[config.mk]
export PLATFORM = sky130hd
export DESIGN_NAME = wpl_path_monitor
export DESIGN_NICKNAME = d
export VERILOG_FILES = /design/src/logic/wpl_pkg.sv /design/src/logic/wpl_persist.sv /design/src/logic/wpl_err_counters.sv /design/src/logic/wpl_path_monitor.sv
export SDC_FILE = /design/constraint.sdc
export NUM_CORES = 1
export LEC_CHECK = 0
export BUFFER_PORTS_ARGS = -buffer_cell sky130_fd_sc_hd__buf_4
export CAP_MARGIN = 10
export CORE_UTILIZATION = 25
export CTS_CLUSTER_DIAMETER = 50
export DETAILED_ROUTE_END_ITERATION = 10
export GPL_ROUTABILITY_DRIVEN = 0
export PLACE_DENSITY = 0.49
export SLEW_MARGIN = 20
export SYNTH_ARGS = -nofsm -noshare
export SYNTH_HDL_FRONTEND = slang
export SYNTH_SLANG_ARGS = --single-unit
[constraint.sdc]
create_clock -name clock -period 3.5 [get_ports clock]
set_clock_uncertainty 0.2 [all_clocks]
set_input_delay 0.7 -clock clock [delete_from_list [all_inputs] [get_ports clock]]
set_output_delay 0.7 -clock clock [all_outputs]
set_load 0.02 [all_outputs]
[src/logic/wpl_pkg.sv]
`default_nettype none
package wpl_pkg;
	// ==================================================
	// Label octet
	localparam logic [7:0] WPL_LABEL_RST    = 8'h1A;
	localparam logic [7:0] WPL_LABEL_UNEQ   = 8'h00;
	localparam int         WPL_LABEL_FRAMES = 5;
	// ==================================================
	// Status octet layout, transmission bit 1 is the MSB
	localparam int WPL_REI_MSB  = 7;
	localparam int WPL_REI_LSB  = 4;
	localparam int WPL_CODE_MSB = 3;
	localparam int WPL_CODE_LSB = 1;
	localparam int WPL_RDI_BIT  = 3;
	localparam logic [3:0] WPL_REI_MAX = 4'h8;
	localparam int         WPL_DEFECT_FRAMES = 10;
	// ==================================================
	// Defect codes carried in bits 5 to 7
	localparam logic [2:0] WPL_CODE_CLEAR1  = 3'h0;
	localparam logic [2:0] WPL_CODE_RDI1    = 3'h4;
	localparam logic [2:0] WPL_CODE_NONE    = 3'h1;
	localparam logic [2:0] WPL_CODE_PAYLOAD = 3'h2;
	localparam logic [2:0] WPL_CODE_SERVER  = 3'h5;
	localparam logic [2:0] WPL_CODE_CONN    = 3'h6;
	// ==================================================
	// Event indices of the pending vector
	localparam int WPL_EV_UNEQ     = 0;
	localparam int WPL_EV_MISMATCH = 1;
	localparam int WPL_EV_WRAP_NZ  = 2;
	localparam int WPL_EV_TICK_NZ  = 3;
	localparam int WPL_EV_FAR_DEF  = 4;
	localparam int WPL_EV_FAR_PAY  = 5;
	localparam int WPL_EV_FAR_SRV  = 6;
	localparam int WPL_EV_FAR_UNEQ = 7;
	localparam int WPL_NUM_EV      = 8;
	localparam int WPL_NUM_MASK    = 7;
	// ==================================================
	// Configuration and status carriers
	typedef struct packed {
		logic [7:0]              tx_signal_label;
		logic [7:0]              expected_signal_label;
		logic                    remote_err_block_mode;
		logic                    rx_enhanced_defect_sel;
		logic                    tx_enhanced_defect_sel;
		logic [WPL_NUM_MASK-1:0] mask_a;
		logic [WPL_NUM_MASK-1:0] mask_b;
	} wpl_cfg_t;

	localparam wpl_cfg_t WPL_CFG_RST = '{
		tx_signal_label:        WPL_LABEL_RST,
		expected_signal_label:  WPL_LABEL_RST,
		remote_err_block_mode:  1'b0,
		rx_enhanced_defect_sel: 1'b1,
		tx_enhanced_defect_sel: 1'b1,
		mask_a:                 7'h00,
		mask_b:                 7'h00
	};

	typedef struct packed {
		logic [7:0]            accepted_label;
		logic                  unequipped_live;
		logic                  label_mismatch_latched;
		logic                  remote_err_nonzero_live;
		logic                  tick_counter_nonzero_live;
		logic                  far_defect_live;
		logic                  far_payload_defect_latched;
		logic                  far_server_defect_latched;
		logic                  far_unequipped_live;
		logic [WPL_NUM_EV-1:0] pending;
	} wpl_stat_t;

	localparam wpl_stat_t WPL_STAT_RST = '0;
endpackage : wpl_pkg
`default_nettype wire

[src/logic/wpl_persist.sv]
`timescale 1ns/1ps
`default_nettype none
module wpl_persist import wpl_pkg::*; #(
	parameter int W = 8,
	parameter int N = 5
) (
	// Clock and reset
	input  wire logic         clock,
	input  wire logic         reset,
	input  wire logic         clk_en,
	// Per-frame sample
	input  wire logic         strobe,
	input  wire logic [W-1:0] value,
	// Accepted value
	output logic      [W-1:0] acc_value,
	output logic              acc_valid
);
	localparam int CW = $clog2(N + 1);
	localparam logic [CW-1:0] RUN_FULL = CW'(N);

	logic [W-1:0]  cand_r, cand_nxt, acc_r, acc_nxt;
	logic [CW-1:0] run_r, run_nxt;
	logic          accv_r, accv_nxt;

	always_comb begin
		cand_nxt = cand_r;
		run_nxt  = run_r;
		acc_nxt  = acc_r;
		accv_nxt = accv_r;
		if (strobe) begin
			if (value == cand_r && run_r != '0) begin
				run_nxt = (run_r == RUN_FULL) ? run_r : run_r + 1'b1;
			end else begin
				cand_nxt = value;
				run_nxt  = CW'(1);
			end
			if (run_nxt == RUN_FULL) begin
				acc_nxt  = cand_nxt;
				accv_nxt = 1'b1;
			end
		end
	end

	always_ff @(posedge clock) begin
		if (reset) begin
			cand_r <= '0;
			run_r  <= '0;
			acc_r  <= '0;
			accv_r <= 1'b0;
		end else if (clk_en) begin
			cand_r <= cand_nxt;
			run_r  <= run_nxt;
			acc_r  <= acc_nxt;
			accv_r <= accv_nxt;
		end
	end

	assign acc_value = acc_r;
	assign acc_valid = accv_r;

	// Accepted value moves only after N matching frames
	property p_persist_accept;
		@(posedge clock) disable iff (reset)
		(acc_r != $past(acc_r)) |-> (run_r == RUN_FULL && $past(strobe));
	endproperty
	a_persist_accept: assert property (p_persist_accept) else $error("accept without run");
endmodule : wpl_persist
`default_nettype wire

[src/logic/wpl_err_counters.sv]
`timescale 1ns/1ps
`default_nettype none
module wpl_err_counters import wpl_pkg::*; (
	// Clock and reset
	input  wire logic        clock,
	input  wire logic        reset,
	input  wire logic        clk_en,
	// Received remote error count per frame
	input  wire logic        frame_strobe,
	input  wire logic [3:0]  rei,
	input  wire logic        block_mode,
	input  wire logic        tick,
	// Counters
	output logic      [15:0] wrap_count,
	output logic      [31:0] tick_count,
	output logic      [31:0] tick_snapshot
);
	logic [15:0] wrap_r, wrap_nxt;
	logic [31:0] tick_r, tick_nxt, snap_r, snap_nxt;
	logic [31:0] inc;
	logic [32:0] sum;

	always_comb begin
		inc      = '0;
		wrap_nxt = wrap_r;
		snap_nxt = snap_r;
		if (frame_strobe) begin
			inc = block_mode ? 32'(rei != 4'h0) : 32'(rei);
			if (rei != 4'h0) begin
				wrap_nxt = wrap_r + 16'h0001;
			end
		end
		sum = {1'b0, tick_r} + {1'b0, inc};
		// Saturate rather than wrap
		tick_nxt = sum[32] ? 32'hFFFFFFFF : sum[31:0];
		if (tick) begin
			// Error of the tick frame starts the new period
			snap_nxt = tick_r;
			tick_nxt = inc;
		end
	end

	always_ff @(posedge clock) begin
		if (reset) begin
			wrap_r <= '0;
			tick_r <= '0;
			snap_r <= '0;
		end else if (clk_en) begin
			wrap_r <= wrap_nxt;
			tick_r <= tick_nxt;
			snap_r <= snap_nxt;
		end
	end

	assign wrap_count    = wrap_r;
	assign tick_count    = tick_r;
	assign tick_snapshot = snap_r;

	property p_wrap_step;
		@(posedge clock) disable iff (reset)
		(clk_en && frame_strobe && rei != 4'h0) |=> (wrap_r == $past(wrap_r) + 16'h0001);
	endproperty
	a_wrap_step: assert property (p_wrap_step) else $error("wrap counter step wrong");

	property p_tick_clear;
		@(posedge clock) disable iff (reset)
		(clk_en && tick && !frame_strobe) |=> (tick_r == 32'h0 && snap_r == $past(tick_r));
	endproperty
	a_tick_clear: assert property (p_tick_clear) else $error("tick did not latch and clear");

	property p_block_inc;
		@(posedge clock) disable iff (reset)
		(clk_en && block_mode && !tick && tick_r < 32'hFFFF0000) |=>
			(tick_r - $past(tick_r) <= 32'h1);
	endproperty
	a_block_inc: assert property (p_block_inc) else $error("block mode step above one");
endmodule : wpl_err_counters
`default_nettype wire

[src/logic/wpl_path_monitor.sv]
// Notes on behaviour
// - Transmit programmable label each frame, reset 1A.
// - Accept label after five equal frames.
// - Accepted label zero flags unequipped, pending plus live.
// - Nonzero differing label latches mismatch plus pending.
// - Every pending flag masked onto outputs A, B.
// - Mismatch sends payload defect code, not defect.
// - Status bits 1-4 carry near B3 count.
// - Sixteen-bit remote error counter wraps around.
// - Wrap counter clears on reset; nonzero pending.
// - Saturating 32-bit counter latched, cleared by tick.
// - Tick counter nonzero gives pending and live.
// - Block mode adds at most one per frame.
// - One-bit or enhanced format per direction.
// - One-bit: bit 5 defect, 6-7 zero.
// - Enhanced: bits 5-7 code, bit 8 ignored.
// - One-bit receive: codes 100/111 defect, 000/011 none.
// - Enhanced codes with priority 101,110,010,001.
// - One-bit defect needs ten frames on, off.
// - Enhanced defect needs ten frames persistence.
// - Code 010 latches payload status plus pending.
// - Code 101 latches server status plus pending.
// - Code 110 gives pending, live, defect masks.
// - No count sends zero; surplus count discarded.
`timescale 1ns/1ps
`default_nettype none
module wpl_path_monitor import wpl_pkg::*; (
	// Clock and reset
	input  wire logic        clock,
	input  wire logic        reset,
	input  wire logic        clk_en,
	// Configuration
	input  wire logic        cfg_load,
	input  wire wpl_cfg_t    cfg_in,
	input  wire logic        pending_read,
	input  wire logic        stats_snapshot_tick,
	// Near-end conditions
	input  wire logic        near_server_defect,
	input  wire logic        near_payload_defect,
	input  wire logic        near_connectivity_force,
	input  wire logic        near_b3_valid,
	input  wire logic [3:0]  near_b3_count,
	// Transmit frame
	input  wire logic        tx_frame_start,
	output logic             tx_octets_valid,
	output logic      [7:0]  tx_label_octet,
	output logic      [7:0]  tx_status_octet,
	// Receive frame
	input  wire logic        rx_frame_valid,
	input  wire logic [7:0]  rx_label_octet,
	input  wire logic [7:0]  rx_status_octet,
	// Status and counters
	output wpl_cfg_t         cfg_out,
	output wpl_stat_t        status,
	output logic      [15:0] remote_err_wrap_counter,
	output logic      [31:0] remote_err_tick_counter,
	output logic             irq_out_a,
	output logic             irq_out_b
);
	// ==================================================
	// Configuration
	wpl_cfg_t cfg_r, cfg_nxt;

	always_comb begin
		cfg_nxt = cfg_load ? cfg_in : cfg_r;
	end

	always_ff @(posedge clock) begin
		if (reset) begin
			cfg_r <= WPL_CFG_RST;
		end else if (clk_en) begin
			cfg_r <= cfg_nxt;
		end
	end

	assign cfg_out = cfg_r;

	// ==================================================
	// Receive label and status filters
	logic [7:0] acc_label;
	logic       acc_label_v;
	logic [2:0] rx_code_raw, rx_code_map, acc_code;
	logic       acc_code_v;
	logic [3:0] rx_rei;

	wpl_persist #(
		.W (8),
		.N (WPL_LABEL_FRAMES)
	) u_label_filter (
		.clock     (clock),
		.reset     (reset),
		.clk_en    (clk_en),
		.strobe    (rx_frame_valid),
		.value     (rx_label_octet),
		.acc_value (acc_label),
		.acc_valid (acc_label_v)
	);

	always_comb begin
		rx_code_raw = rx_status_octet[WPL_CODE_MSB:WPL_CODE_LSB];
		// Bit 8 never reaches the decoders
		if (!cfg_r.rx_enhanced_defect_sel) begin
			rx_code_map = rx_status_octet[WPL_RDI_BIT] ? WPL_CODE_RDI1 : WPL_CODE_CLEAR1;
		end else begin
			unique case (rx_code_raw)
				WPL_CODE_PAYLOAD, WPL_CODE_SERVER, WPL_CODE_CONN: rx_code_map = rx_code_raw;
				default: rx_code_map = WPL_CODE_NONE;
			endcase
		end
		// Counts above eight are not legal and add nothing
		rx_rei = rx_status_octet[WPL_REI_MSB:WPL_REI_LSB];
		if (rx_rei > WPL_REI_MAX) begin
			rx_rei = 4'h0;
		end
	end

	wpl_persist #(
		.W (3),
		.N (WPL_DEFECT_FRAMES)
	) u_defect_filter (
		.clock     (clock),
		.reset     (reset),
		.clk_en    (clk_en),
		.strobe    (rx_frame_valid),
		.value     (rx_code_map),
		.acc_value (acc_code),
		.acc_valid (acc_code_v)
	);

	// ==================================================
	// Remote error counters
	logic [31:0] tick_count;

	wpl_err_counters u_counters (
		.clock         (clock),
		.reset         (reset),
		.clk_en        (clk_en),
		.frame_strobe  (rx_frame_valid),
		.rei           (rx_rei),
		.block_mode    (cfg_r.remote_err_block_mode),
		.tick          (stats_snapshot_tick),
		.wrap_count    (remote_err_wrap_counter),
		.tick_count    (tick_count),
		.tick_snapshot (remote_err_tick_counter)
	);

	// ==================================================
	// Status, pending flags and interrupt routing
	wpl_stat_t             stat_r, stat_nxt;
	logic                  irq_a_r, irq_a_nxt, irq_b_r, irq_b_nxt;
	logic                  uneq_now, mism_now, fdef_now, fpay_now, fsrv_now, funeq_now;
	logic [WPL_NUM_EV-1:0] set_ev, route_a, route_b;

	always_comb begin
		uneq_now  = acc_label_v && acc_label == WPL_LABEL_UNEQ;
		mism_now  = acc_label_v && acc_label != WPL_LABEL_UNEQ &&
			acc_label != cfg_r.expected_signal_label;
		fdef_now  = acc_code_v && acc_code != WPL_CODE_CLEAR1 && acc_code != WPL_CODE_NONE;
		fpay_now  = acc_code_v && acc_code == WPL_CODE_PAYLOAD;
		fsrv_now  = acc_code_v && acc_code == WPL_CODE_SERVER;
		funeq_now = acc_code_v && acc_code == WPL_CODE_CONN;

		set_ev                  = '0;
		set_ev[WPL_EV_UNEQ]     = uneq_now && !stat_r.unequipped_live;
		set_ev[WPL_EV_MISMATCH] = mism_now && !(stat_r.accepted_label == acc_label &&
			stat_r.label_mismatch_latched);
		// Nonzero conditions keep setting while they persist
		set_ev[WPL_EV_WRAP_NZ]  = remote_err_wrap_counter != 16'h0000;
		set_ev[WPL_EV_TICK_NZ]  = tick_count != 32'h0;
		set_ev[WPL_EV_FAR_DEF]  = fdef_now && !stat_r.far_defect_live;
		set_ev[WPL_EV_FAR_PAY]  = fpay_now;
		set_ev[WPL_EV_FAR_SRV]  = fsrv_now;
		set_ev[WPL_EV_FAR_UNEQ] = funeq_now && !stat_r.far_unequipped_live;

		stat_nxt                           = stat_r;
		stat_nxt.accepted_label            = acc_label;
		stat_nxt.unequipped_live           = uneq_now;
		stat_nxt.remote_err_nonzero_live   = set_ev[WPL_EV_WRAP_NZ];
		stat_nxt.tick_counter_nonzero_live = set_ev[WPL_EV_TICK_NZ];
		stat_nxt.far_defect_live           = fdef_now;
		stat_nxt.far_unequipped_live       = funeq_now;
		// Read clears first, so a same-cycle set survives
		if (pending_read) begin
			stat_nxt.pending                    = '0;
			stat_nxt.label_mismatch_latched     = 1'b0;
			stat_nxt.far_payload_defect_latched = 1'b0;
			stat_nxt.far_server_defect_latched  = 1'b0;
		end
		stat_nxt.pending = stat_nxt.pending | set_ev;
		stat_nxt.label_mismatch_latched     = stat_nxt.label_mismatch_latched | mism_now;
		stat_nxt.far_payload_defect_latched = stat_nxt.far_payload_defect_latched | fpay_now;
		stat_nxt.far_server_defect_latched  = stat_nxt.far_server_defect_latched | fsrv_now;

		// Far unequipped shares the far defect mask
		route_a = {cfg_r.mask_a[WPL_EV_FAR_DEF], cfg_r.mask_a};
		route_b = {cfg_r.mask_b[WPL_EV_FAR_DEF], cfg_r.mask_b};
		irq_a_nxt = |(stat_nxt.pending & route_a);
		irq_b_nxt = |(stat_nxt.pending & route_b);
	end

	always_ff @(posedge clock) begin
		if (reset) begin
			stat_r  <= WPL_STAT_RST;
			irq_a_r <= 1'b0;
			irq_b_r <= 1'b0;
		end else if (clk_en) begin
			stat_r  <= stat_nxt;
			irq_a_r <= irq_a_nxt;
			irq_b_r <= irq_b_nxt;
		end
	end

	assign status    = stat_r;
	assign irq_out_a = irq_a_r;
	assign irq_out_b = irq_b_r;

	// ==================================================
	// Transmit label and status octets
	logic [3:0] rei_hold_r, rei_hold_nxt;
	logic       rei_hold_v_r, rei_hold_v_nxt;
	logic [7:0] tx_label_r, tx_label_nxt, tx_status_r, tx_status_nxt;
	logic       tx_valid_r, tx_valid_nxt;
	logic [3:0] tx_rei;
	logic [2:0] tx_code;

	always_comb begin
		// Only the newest count is kept; an untaken older one is dropped
		rei_hold_nxt   = rei_hold_r;
		rei_hold_v_nxt = rei_hold_v_r;
		tx_rei         = rei_hold_v_r ? rei_hold_r : 4'h0;
		if (tx_frame_start) begin
			rei_hold_v_nxt = 1'b0;
		end
		if (near_b3_valid) begin
			rei_hold_nxt   = near_b3_count;
			rei_hold_v_nxt = 1'b1;
		end

		if (cfg_r.tx_enhanced_defect_sel) begin
			if (near_server_defect) begin
				tx_code = WPL_CODE_SERVER;
			end else if (stat_r.unequipped_live || near_connectivity_force) begin
				tx_code = WPL_CODE_CONN;
			end else if (stat_r.label_mismatch_latched && mism_now || near_payload_defect) begin
				tx_code = WPL_CODE_PAYLOAD;
			end else begin
				tx_code = WPL_CODE_NONE;
			end
		end else begin
			// Bits 6 and 7 forced to zero
			tx_code = near_server_defect ? WPL_CODE_RDI1 : WPL_CODE_CLEAR1;
		end

		tx_valid_nxt  = tx_frame_start;
		tx_label_nxt  = tx_label_r;
		tx_status_nxt = tx_status_r;
		if (tx_frame_start) begin
			tx_label_nxt  = cfg_r.tx_signal_label;
			tx_status_nxt = {tx_rei, tx_code, 1'b0};
		end
	end

	always_ff @(posedge clock) begin
		if (reset) begin
			rei_hold_r   <= '0;
			rei_hold_v_r <= 1'b0;
			tx_label_r   <= WPL_LABEL_RST;
			tx_status_r  <= '0;
			tx_valid_r   <= 1'b0;
		end else if (clk_en) begin
			rei_hold_r   <= rei_hold_nxt;
			rei_hold_v_r <= rei_hold_v_nxt;
			tx_label_r   <= tx_label_nxt;
			tx_status_r  <= tx_status_nxt;
			tx_valid_r   <= tx_valid_nxt;
		end
	end

	assign tx_octets_valid = tx_valid_r;
	assign tx_label_octet  = tx_label_r;
	assign tx_status_octet = tx_status_r;

	// ==================================================
	// Checks
	property p_tx_label;
		@(posedge clock) disable iff (reset)
		(clk_en && tx_frame_start) |=> (tx_octets_valid && tx_label_octet == $past(cfg_r.tx_signal_label));
	endproperty
	a_tx_label: assert property (p_tx_label) else $error("label octet not sent");

	property p_uneq_pend;
		@(posedge clock) disable iff (reset)
		(clk_en && acc_label_v && acc_label == WPL_LABEL_UNEQ && !status.unequipped_live) |=>
			(status.unequipped_live && status.pending[WPL_EV_UNEQ]);
	endproperty
	a_uneq_pend: assert property (p_uneq_pend) else $error("unequipped not flagged");

	property p_onebit_zero;
		@(posedge clock) disable iff (reset)
		(clk_en && tx_frame_start && !cfg_r.tx_enhanced_defect_sel) |=>
			(tx_status_octet[2:0] == 3'h0);
	endproperty
	a_onebit_zero: assert property (p_onebit_zero) else $error("one-bit spare bits set");

	property p_server_first;
		@(posedge clock) disable iff (reset)
		(clk_en && tx_frame_start && cfg_r.tx_enhanced_defect_sel && near_server_defect) |=>
			(tx_status_octet[WPL_CODE_MSB:WPL_CODE_LSB] == WPL_CODE_SERVER);
	endproperty
	a_server_first: assert property (p_server_first) else $error("server code lost priority");

	property p_rei_zero;
		@(posedge clock) disable iff (reset)
		(clk_en && tx_frame_start && !rei_hold_v_r) |=>
			(tx_status_octet[WPL_REI_MSB:WPL_REI_LSB] == 4'h0);
	endproperty
	a_rei_zero: assert property (p_rei_zero) else $error("count sent without source");

	property p_irq_route;
		@(posedge clock) disable iff (reset)
		($past(clk_en) && $stable(cfg_r) &&
			|(status.pending & {cfg_r.mask_a[WPL_EV_FAR_DEF], cfg_r.mask_a})) |-> irq_out_a;
	endproperty
	a_irq_route: assert property (p_irq_route) else $error("masked pending did not interrupt");
endmodule : wpl_path_monitor
`default_nettype wire

---- Word-level counts from Yosys, hierarchy flattened ----
Index checks and enable logic that the tools add are counted.
Widths: inputs -> output; s select.
cells by class
  shift-type cells ........................ 0
  bitwise logic cells ..................... 6
  muxes and demuxes ....................... 27
  multipliers ............................. 0
  equality and inequality tests ........... 15
  div/mod/pow operators ................... 0
  add/subtract/negate cells ............... 4
  order comparisons ....................... 1
  reductions and logical operators ........ 43
operators with widths
  operator               count
  $mux 32                3
  $add 32x32->33         1
  $mux 3                 11
  $reduce_bool 32->1     1
  $mux 4                 6
  $eq 3x3->1 const B     6
  $add 16x1->16 const B  1
  $and 8x8->8            2
  $eq 8x8->1             2
  $logic_and 1x1->1      16
  $mux 8                 2
  $reduce_bool 16->1     1
  $reduce_or 8->1        2
  $reduce_and 2->1       6
  $reduce_and 3->1       3
  $eq 4x4->1 const B     2
  $logic_not 8->1        1
  $ne 8x8->1             1
  $or 8x8->8             1
  $reduce_bool 4->1      2
  $reduce_bool 8->1      1
  $eq 3x2->1 const B     2
  $reduce_bool 3->1      2
  $add 4x1->4 const B    1
  11 further kinds       20
word-level totals
  latch bits .............................. 0
  bits in registers ....................... 191
  output and inout port bits .............. 124
  memories kept ........................... 0
  ROM bits ................................ 0
  logic and storage cells ................. 131
  RAM bits ................................ 0
  bits of input ports ..................... 65

---- Depth between registers and ports, before layout ----
  word-level depth ........................ 10
  depth in mapped cells ................... 14
  mapped depth without buffers ............ 13

---- Hierarchy ----
Synthesis repeated with hierarchy kept, for this count alone.
unflattened totals
  cells, all modules ...................... 1059
  area total of the unflattened synthesis .. 8782.2 sq um
modules (own cells, without submodules)
  module                          seq. area each (sq um)  cells each  area each (sq um)  instances
  wpl_err_counters                1601.5                  460         3757.4             1
  wpl_path_monitor                1601.5                  417         3418.3             1
  wpl_persist at u_label_filter   400.4                   112         998.5              1
  wpl_persist at u_defect_filter  220.2                   70          608.1              1

---- Least setup slack after synthesis ----
OpenSTA, ideal clock, no wires.
  path type ............................... in2reg
  from .................................... in rx_status_octet[5]
  to ...................................... reg u_counters.tick_r[26] (netlist: u_counters.tick_count[26])
  arrival ................................. 2.668 ns
  path buffers ............................ 1
  library setup time ...................... 0.128 ns
  stages on the path ...................... 14
  setup slack ............................. 0.504 ns
  required time ........................... 3.172 ns
  cells stage by stage .................... nor2_1 -> nand3b_1 -> o21ai_0 -> a21oi_1 -> nor2b_1 -> ha_1 -> fa_1 -> a21o_1 -> a21o_1 -> and4_1 -> buf_2 -> nand3_1 -> mux2i_1 -> nor2_1
between the ends
  cells in the longest elaborated chain, start to end .. 8
RTL lines
  element               RTL line                 source
  from (decl)           wpl_path_monitor.sv:51   input wire logic [7:0] rx_status_octet,
  $gt 4x4->1            wpl_path_monitor.sv:112  if (rx_rei > WPL_REI_MAX) begin
  $mux 4 *              wpl_path_monitor.sv:112
  $reduce_bool 4->1     wpl_err_counters.sv:28   inc = block_mode ? 32'(rei != 4'h0) : 32'(rei);
  $mux 4 *              wpl_err_counters.sv:28
  $mux 32 *             wpl_err_counters.sv:27   if (frame_strobe) begin
  $add 32x32->33 *      wpl_err_counters.sv:33   sum = {1'b0, tick_r} + {1'b0, inc};
  $mux 32 *             wpl_err_counters.sv:35   tick_nxt = sum[32] ? 32'hFFFFFFFF : sum[31:0];
  $mux 32 *             wpl_err_counters.sv:36   if (tick) begin
  to (signal assigned)  wpl_err_counters.sv:50   tick_r <= tick_nxt;
  to (decl)             wpl_err_counters.sv:19   logic [31:0] tick_r, tick_nxt, snap_r, snap_nxt;
Mark *: on every way between the ends. The rest lies on a longest branch, timed or not.
A chain may end at the register's enable or synchronous reset.

---- Worst setup path after layout ----
  from .................................... in rx_status_octet[5]
  to ...................................... reg u_counters.tick_r[0] (netlist: u_counters.tick_count[0])
between the ends
  cells in the longest elaborated chain, start to end .. 8
RTL lines
  element            RTL line
  $gt 4x4->1         wpl_path_monitor.sv:112
  $mux 4 *           wpl_path_monitor.sv:112
  $reduce_bool 4->1  wpl_err_counters.sv:28
  $mux 4 *           wpl_err_counters.sv:28
  $mux 32 *          wpl_err_counters.sv:27
  $add 32x32->33     wpl_err_counters.sv:33
  $mux 32            wpl_err_counters.sv:35
  $mux 32 *          wpl_err_counters.sv:36
Marks and branches as above.

==> metrics.md <==
| Metric | Value |
|---|---|
| WL/cell | between 15 and 20 microns |
| Hold worst-path end | u_counters.tick_snapshot[9] |
| Crit path max-delay cell type | nor4b_4 |
| Measured slew at the worst slew-check pin | about 0.71 ns |
| Worst path required time | roughly 3.7 ns |
| Clock sinks | between 150 and 200 |
| Synth Cell Area | 0.00849 sq mm |
| Prevailing post-synth register cell | dfxtp_1 |
| GR Overflow Total | 0 |
| TNS Setup | 0 ns |
| Peak supply drop | ~0.35 mV |
| Critical R2R Launch | u_label_filter.run_r[0] |
| Static Leakage | approximately 4.5 nW |
| Gate Count Post-Synth | 1043 |
| RSZ-0062 raised after global routing | false |
| Synth cell types | 62 |
| DR vias/cell | between 4 and 5 |
| Post-Layout Cell Count | approximately 1.7k |
| # H-tree levels | 4 |
| Power, Total | approximately 0.0047 W |
| Pwr dens | 431 mW/mm^2 |
| Number of synthesized flops with an enable pin | 0 |
| Mapped Nets | between 1k and 1.5k |
| Post-CTS sizing | 0 |
| CP max FO | 7 |
| FP Rows | 67 |
| Setup CP Type | primary input to register |
| GRT Util Overall | 0.153 |
| Filler Cell Count | 3597 |
| Buf/Inv on CP | 2 |
| Worst hold path cell count | 2 |
| Die W | around 190 microns |
| TritonCTS clock tree | done |
| WL final | 26100 microns |
| Inserted Diodes | 0 |
| Placed insts | roughly 1.6k |
| Most common cell after layout, fill and taps aside | nand2_1 |
| Critical path startpoint | rx_status_octet[5] |
| Clock period minus worst slack | 2.92 ns |
| Via count | approximately 7.7k |
| Crit path capture type | register |
| Critical Path Start Type | primary input |
| Register bit total from synthesis | between 150 and 200 |
| Worst reg2reg path depth | 7 |
| Synthesized area per cell | 8.14 sq um |
| Die Y | 186 microns |
| Final hold slack | 0.253 ns |
| IO buf count | around 190 |
| Nets | ~1.3k |
| Final setup vio count | 0 |
| Post-CTS Setup Bufs | 0 |
| CTS Buf Count | 17 |
| Hold_buf cts | 0 |
| Drt drc | 0 |
| Hold Fails Final Rpt | 0 |
| Final Max Tran Viols | 0 |
| CP max stage delay | approximately 0.32 ns |
| Cell area after layout | 0.0109 sq mm |
| Hold WC Path Type | register to register |
| Sequential element share of the synthesized area | 0.450 |
| Drt pass-1 iters | 5 |
| Period Utilization, post-route | 0.835 |
| Fraction of registers with async set/reset | 0 |
| Clock-pin transition on the worst setup and hold timing paths | roughly 0.070 ns |
| Critical Path AT | 3.12 ns |
| Status | finished, final reports clean |
| Root Buffer | clkbuf_16 |
| Reg2Reg Setup Slack | around 0.82 ns |
| Post-route ant nets | 0 |
| Core area | around 0.033 sq mm |
| Most frequent cells in the layout | nand2_1 (219), buf_4 (202), dfxtp_1 (191) |
| 1st-iter DRT viols | roughly 350 |
| Hold_sp | u_counters.tick_snapshot[9] |
| Placed instance area | approximately 0.010 sq mm |
| Clock Latency Late Sink | approximately 0.45 ns |
| Clk buf depth | 2 |
| Max_slew headroom | 0.527 |
| Share of cells above drive strength 1 | 0.201 |
| Largest net degree at the start of global routing | 150 |
| Reg2reg end | u_label_filter.acc_value[3] |
| P&R area growth vs syn | 28.6% |
| Initial antenna violation count | 0 |
| First-pass GRT wire length | roughly 41000 microns |
| Half-perimeter wire length after placement | roughly 19000 microns |
| Crit-path cells | buf_4, nor2_1, nand3b_1, o21ai_0, a21oi_1, nor2b_1, ha_1, fa_1, a21o_1, a21o_1, nor4b_4, nand2_1, buf_4, nand2_1, o211a_1 |
| Vias in the first global route | 7146 |
| I/O Pins | 189 |
| Die area | roughly 0.035 sq mm |
| Max Cap Violations | 0 |
| Delay-heaviest family, CP | simple AND/OR/NAND/NOR gates |
| Ys Warns | 0 |
| Starting density of the core | 0.254 |
| Max Clk Rate | around 340 MHz |
layer usage:
layer  part of all wire  routed length (microns)  vias to the layer above  GRT usage
met5                  0                        0                        -          0
met2               0.48                    12400                      160      0.253
li1                   -                        -                     3905          -
met3              0.069                     1790                        9     0.0584
met1               0.45                    11700                     3586      0.189
met4             0.0061                      160                        0     0.0285
flip-flops by register name (all words and copies together), names as in the netlist, 3 cells and up:
name                       flops
u_label_filter.acc_value       8
rei_hold_r                     4
u_label_filter.run_r           3
cfg_out                       33
status                        24
u_defect_filter.acc_value      3
tx_label_octet                 8
tx_status_octet                7
u_defect_filter.run_r          4
u_counters.tick_snapshot      32
u_counters.tick_count         32
u_label_filter.cand_r          8
u_defect_filter.cand_r         3
u_counters.wrap_count         16
logic make-up (layout without fill, tap and decap cells):
family / count (synthesis) / count (layout) / share of synthesized area
buf+inv: 81 / 252 / 0.0392
mux: 21 / 21 / 0.0248
simple gates: 478 / 478 / 0.272
fa+ha+maj: 13 / 13 / 0.0200
xor+xnor: 45 / 45 / 0.0464
other cells: 1 / 1 / 0.000442
compound gates: 213 / 213 / 0.147
flops: 191 / 191 / 0.450
worst max-delay path by stage:
stage,depth (start not counted),to,slack (ns)
5_1_grt,14,u_counters.tick_count[13],0.39
4_1_cts,14,u_counters.tick_count[6],0.55
2_1_floorplan,14,u_counters.tick_count[26],0.50
6_report,15,u_counters.tick_count[0],0.58
3_3_place_gp,14,u_counters.tick_count[6],0.13
3_5_place_dp,14,u_counters.tick_count[6],0.1
per-stage QoR:
stage | util | setup slack, ns
2_1_floorplan | - | 0.504
3_3_place_gp | 0.309 | 0.130
3_5_place_dp | 0.309 | 0.0983
4_1_cts | 0.326 | 0.553
5_1_grt | 0.326 | 0.389
6_report | 0.326 | 0.576
cell usage after synthesis, types with 18 or more instances:
master | n | area share
clkbuf_1 | 46 | 0.020
xor2_1 | 23 | 0.024
o21ai_0 | 25 | 0.015
inv_1 | 19 | 0.0084
dfxtp_1 | 191 | 0.45
nor3_1 | 18 | 0.011
nor2_1 | 83 | 0.037
nand3_1 | 31 | 0.018
and3_1 | 21 | 0.015
nor4_1 | 18 | 0.013
xnor2_1 | 22 | 0.023
nand2_1 | 219 | 0.097
mux2i_1 | 21 | 0.025
a21oi_1 | 121 | 0.071
tightest hold or removal path: stages (launching register included):
cell,delay (ns)
dfxtp_1,0.31
nand2_1,0.05
a21oi_1,0.05
layout make-up:
class	count	area, sq um	share of cell area
multi-input combinational	771	4330	0.397
sequential	191	3820	0.350
timing repair buffer	203	1540	0.141
tap	448	561	0.0514
clock buffer	19	433	0.0397
clock inverter	11	156	0.0143
inverter	19	71.3	0.00654
where the power goes:
part	internal [W]	total, W	switching, W	leakage [nW]
registers	0.00222	0.00227	0.0000477	1.55
clock network	0.00113	0.00203	0.000899	0.289
logic	0.000169	0.000414	0.000245	2.62
Note: power is estimated with default switching activity, not from simulation.
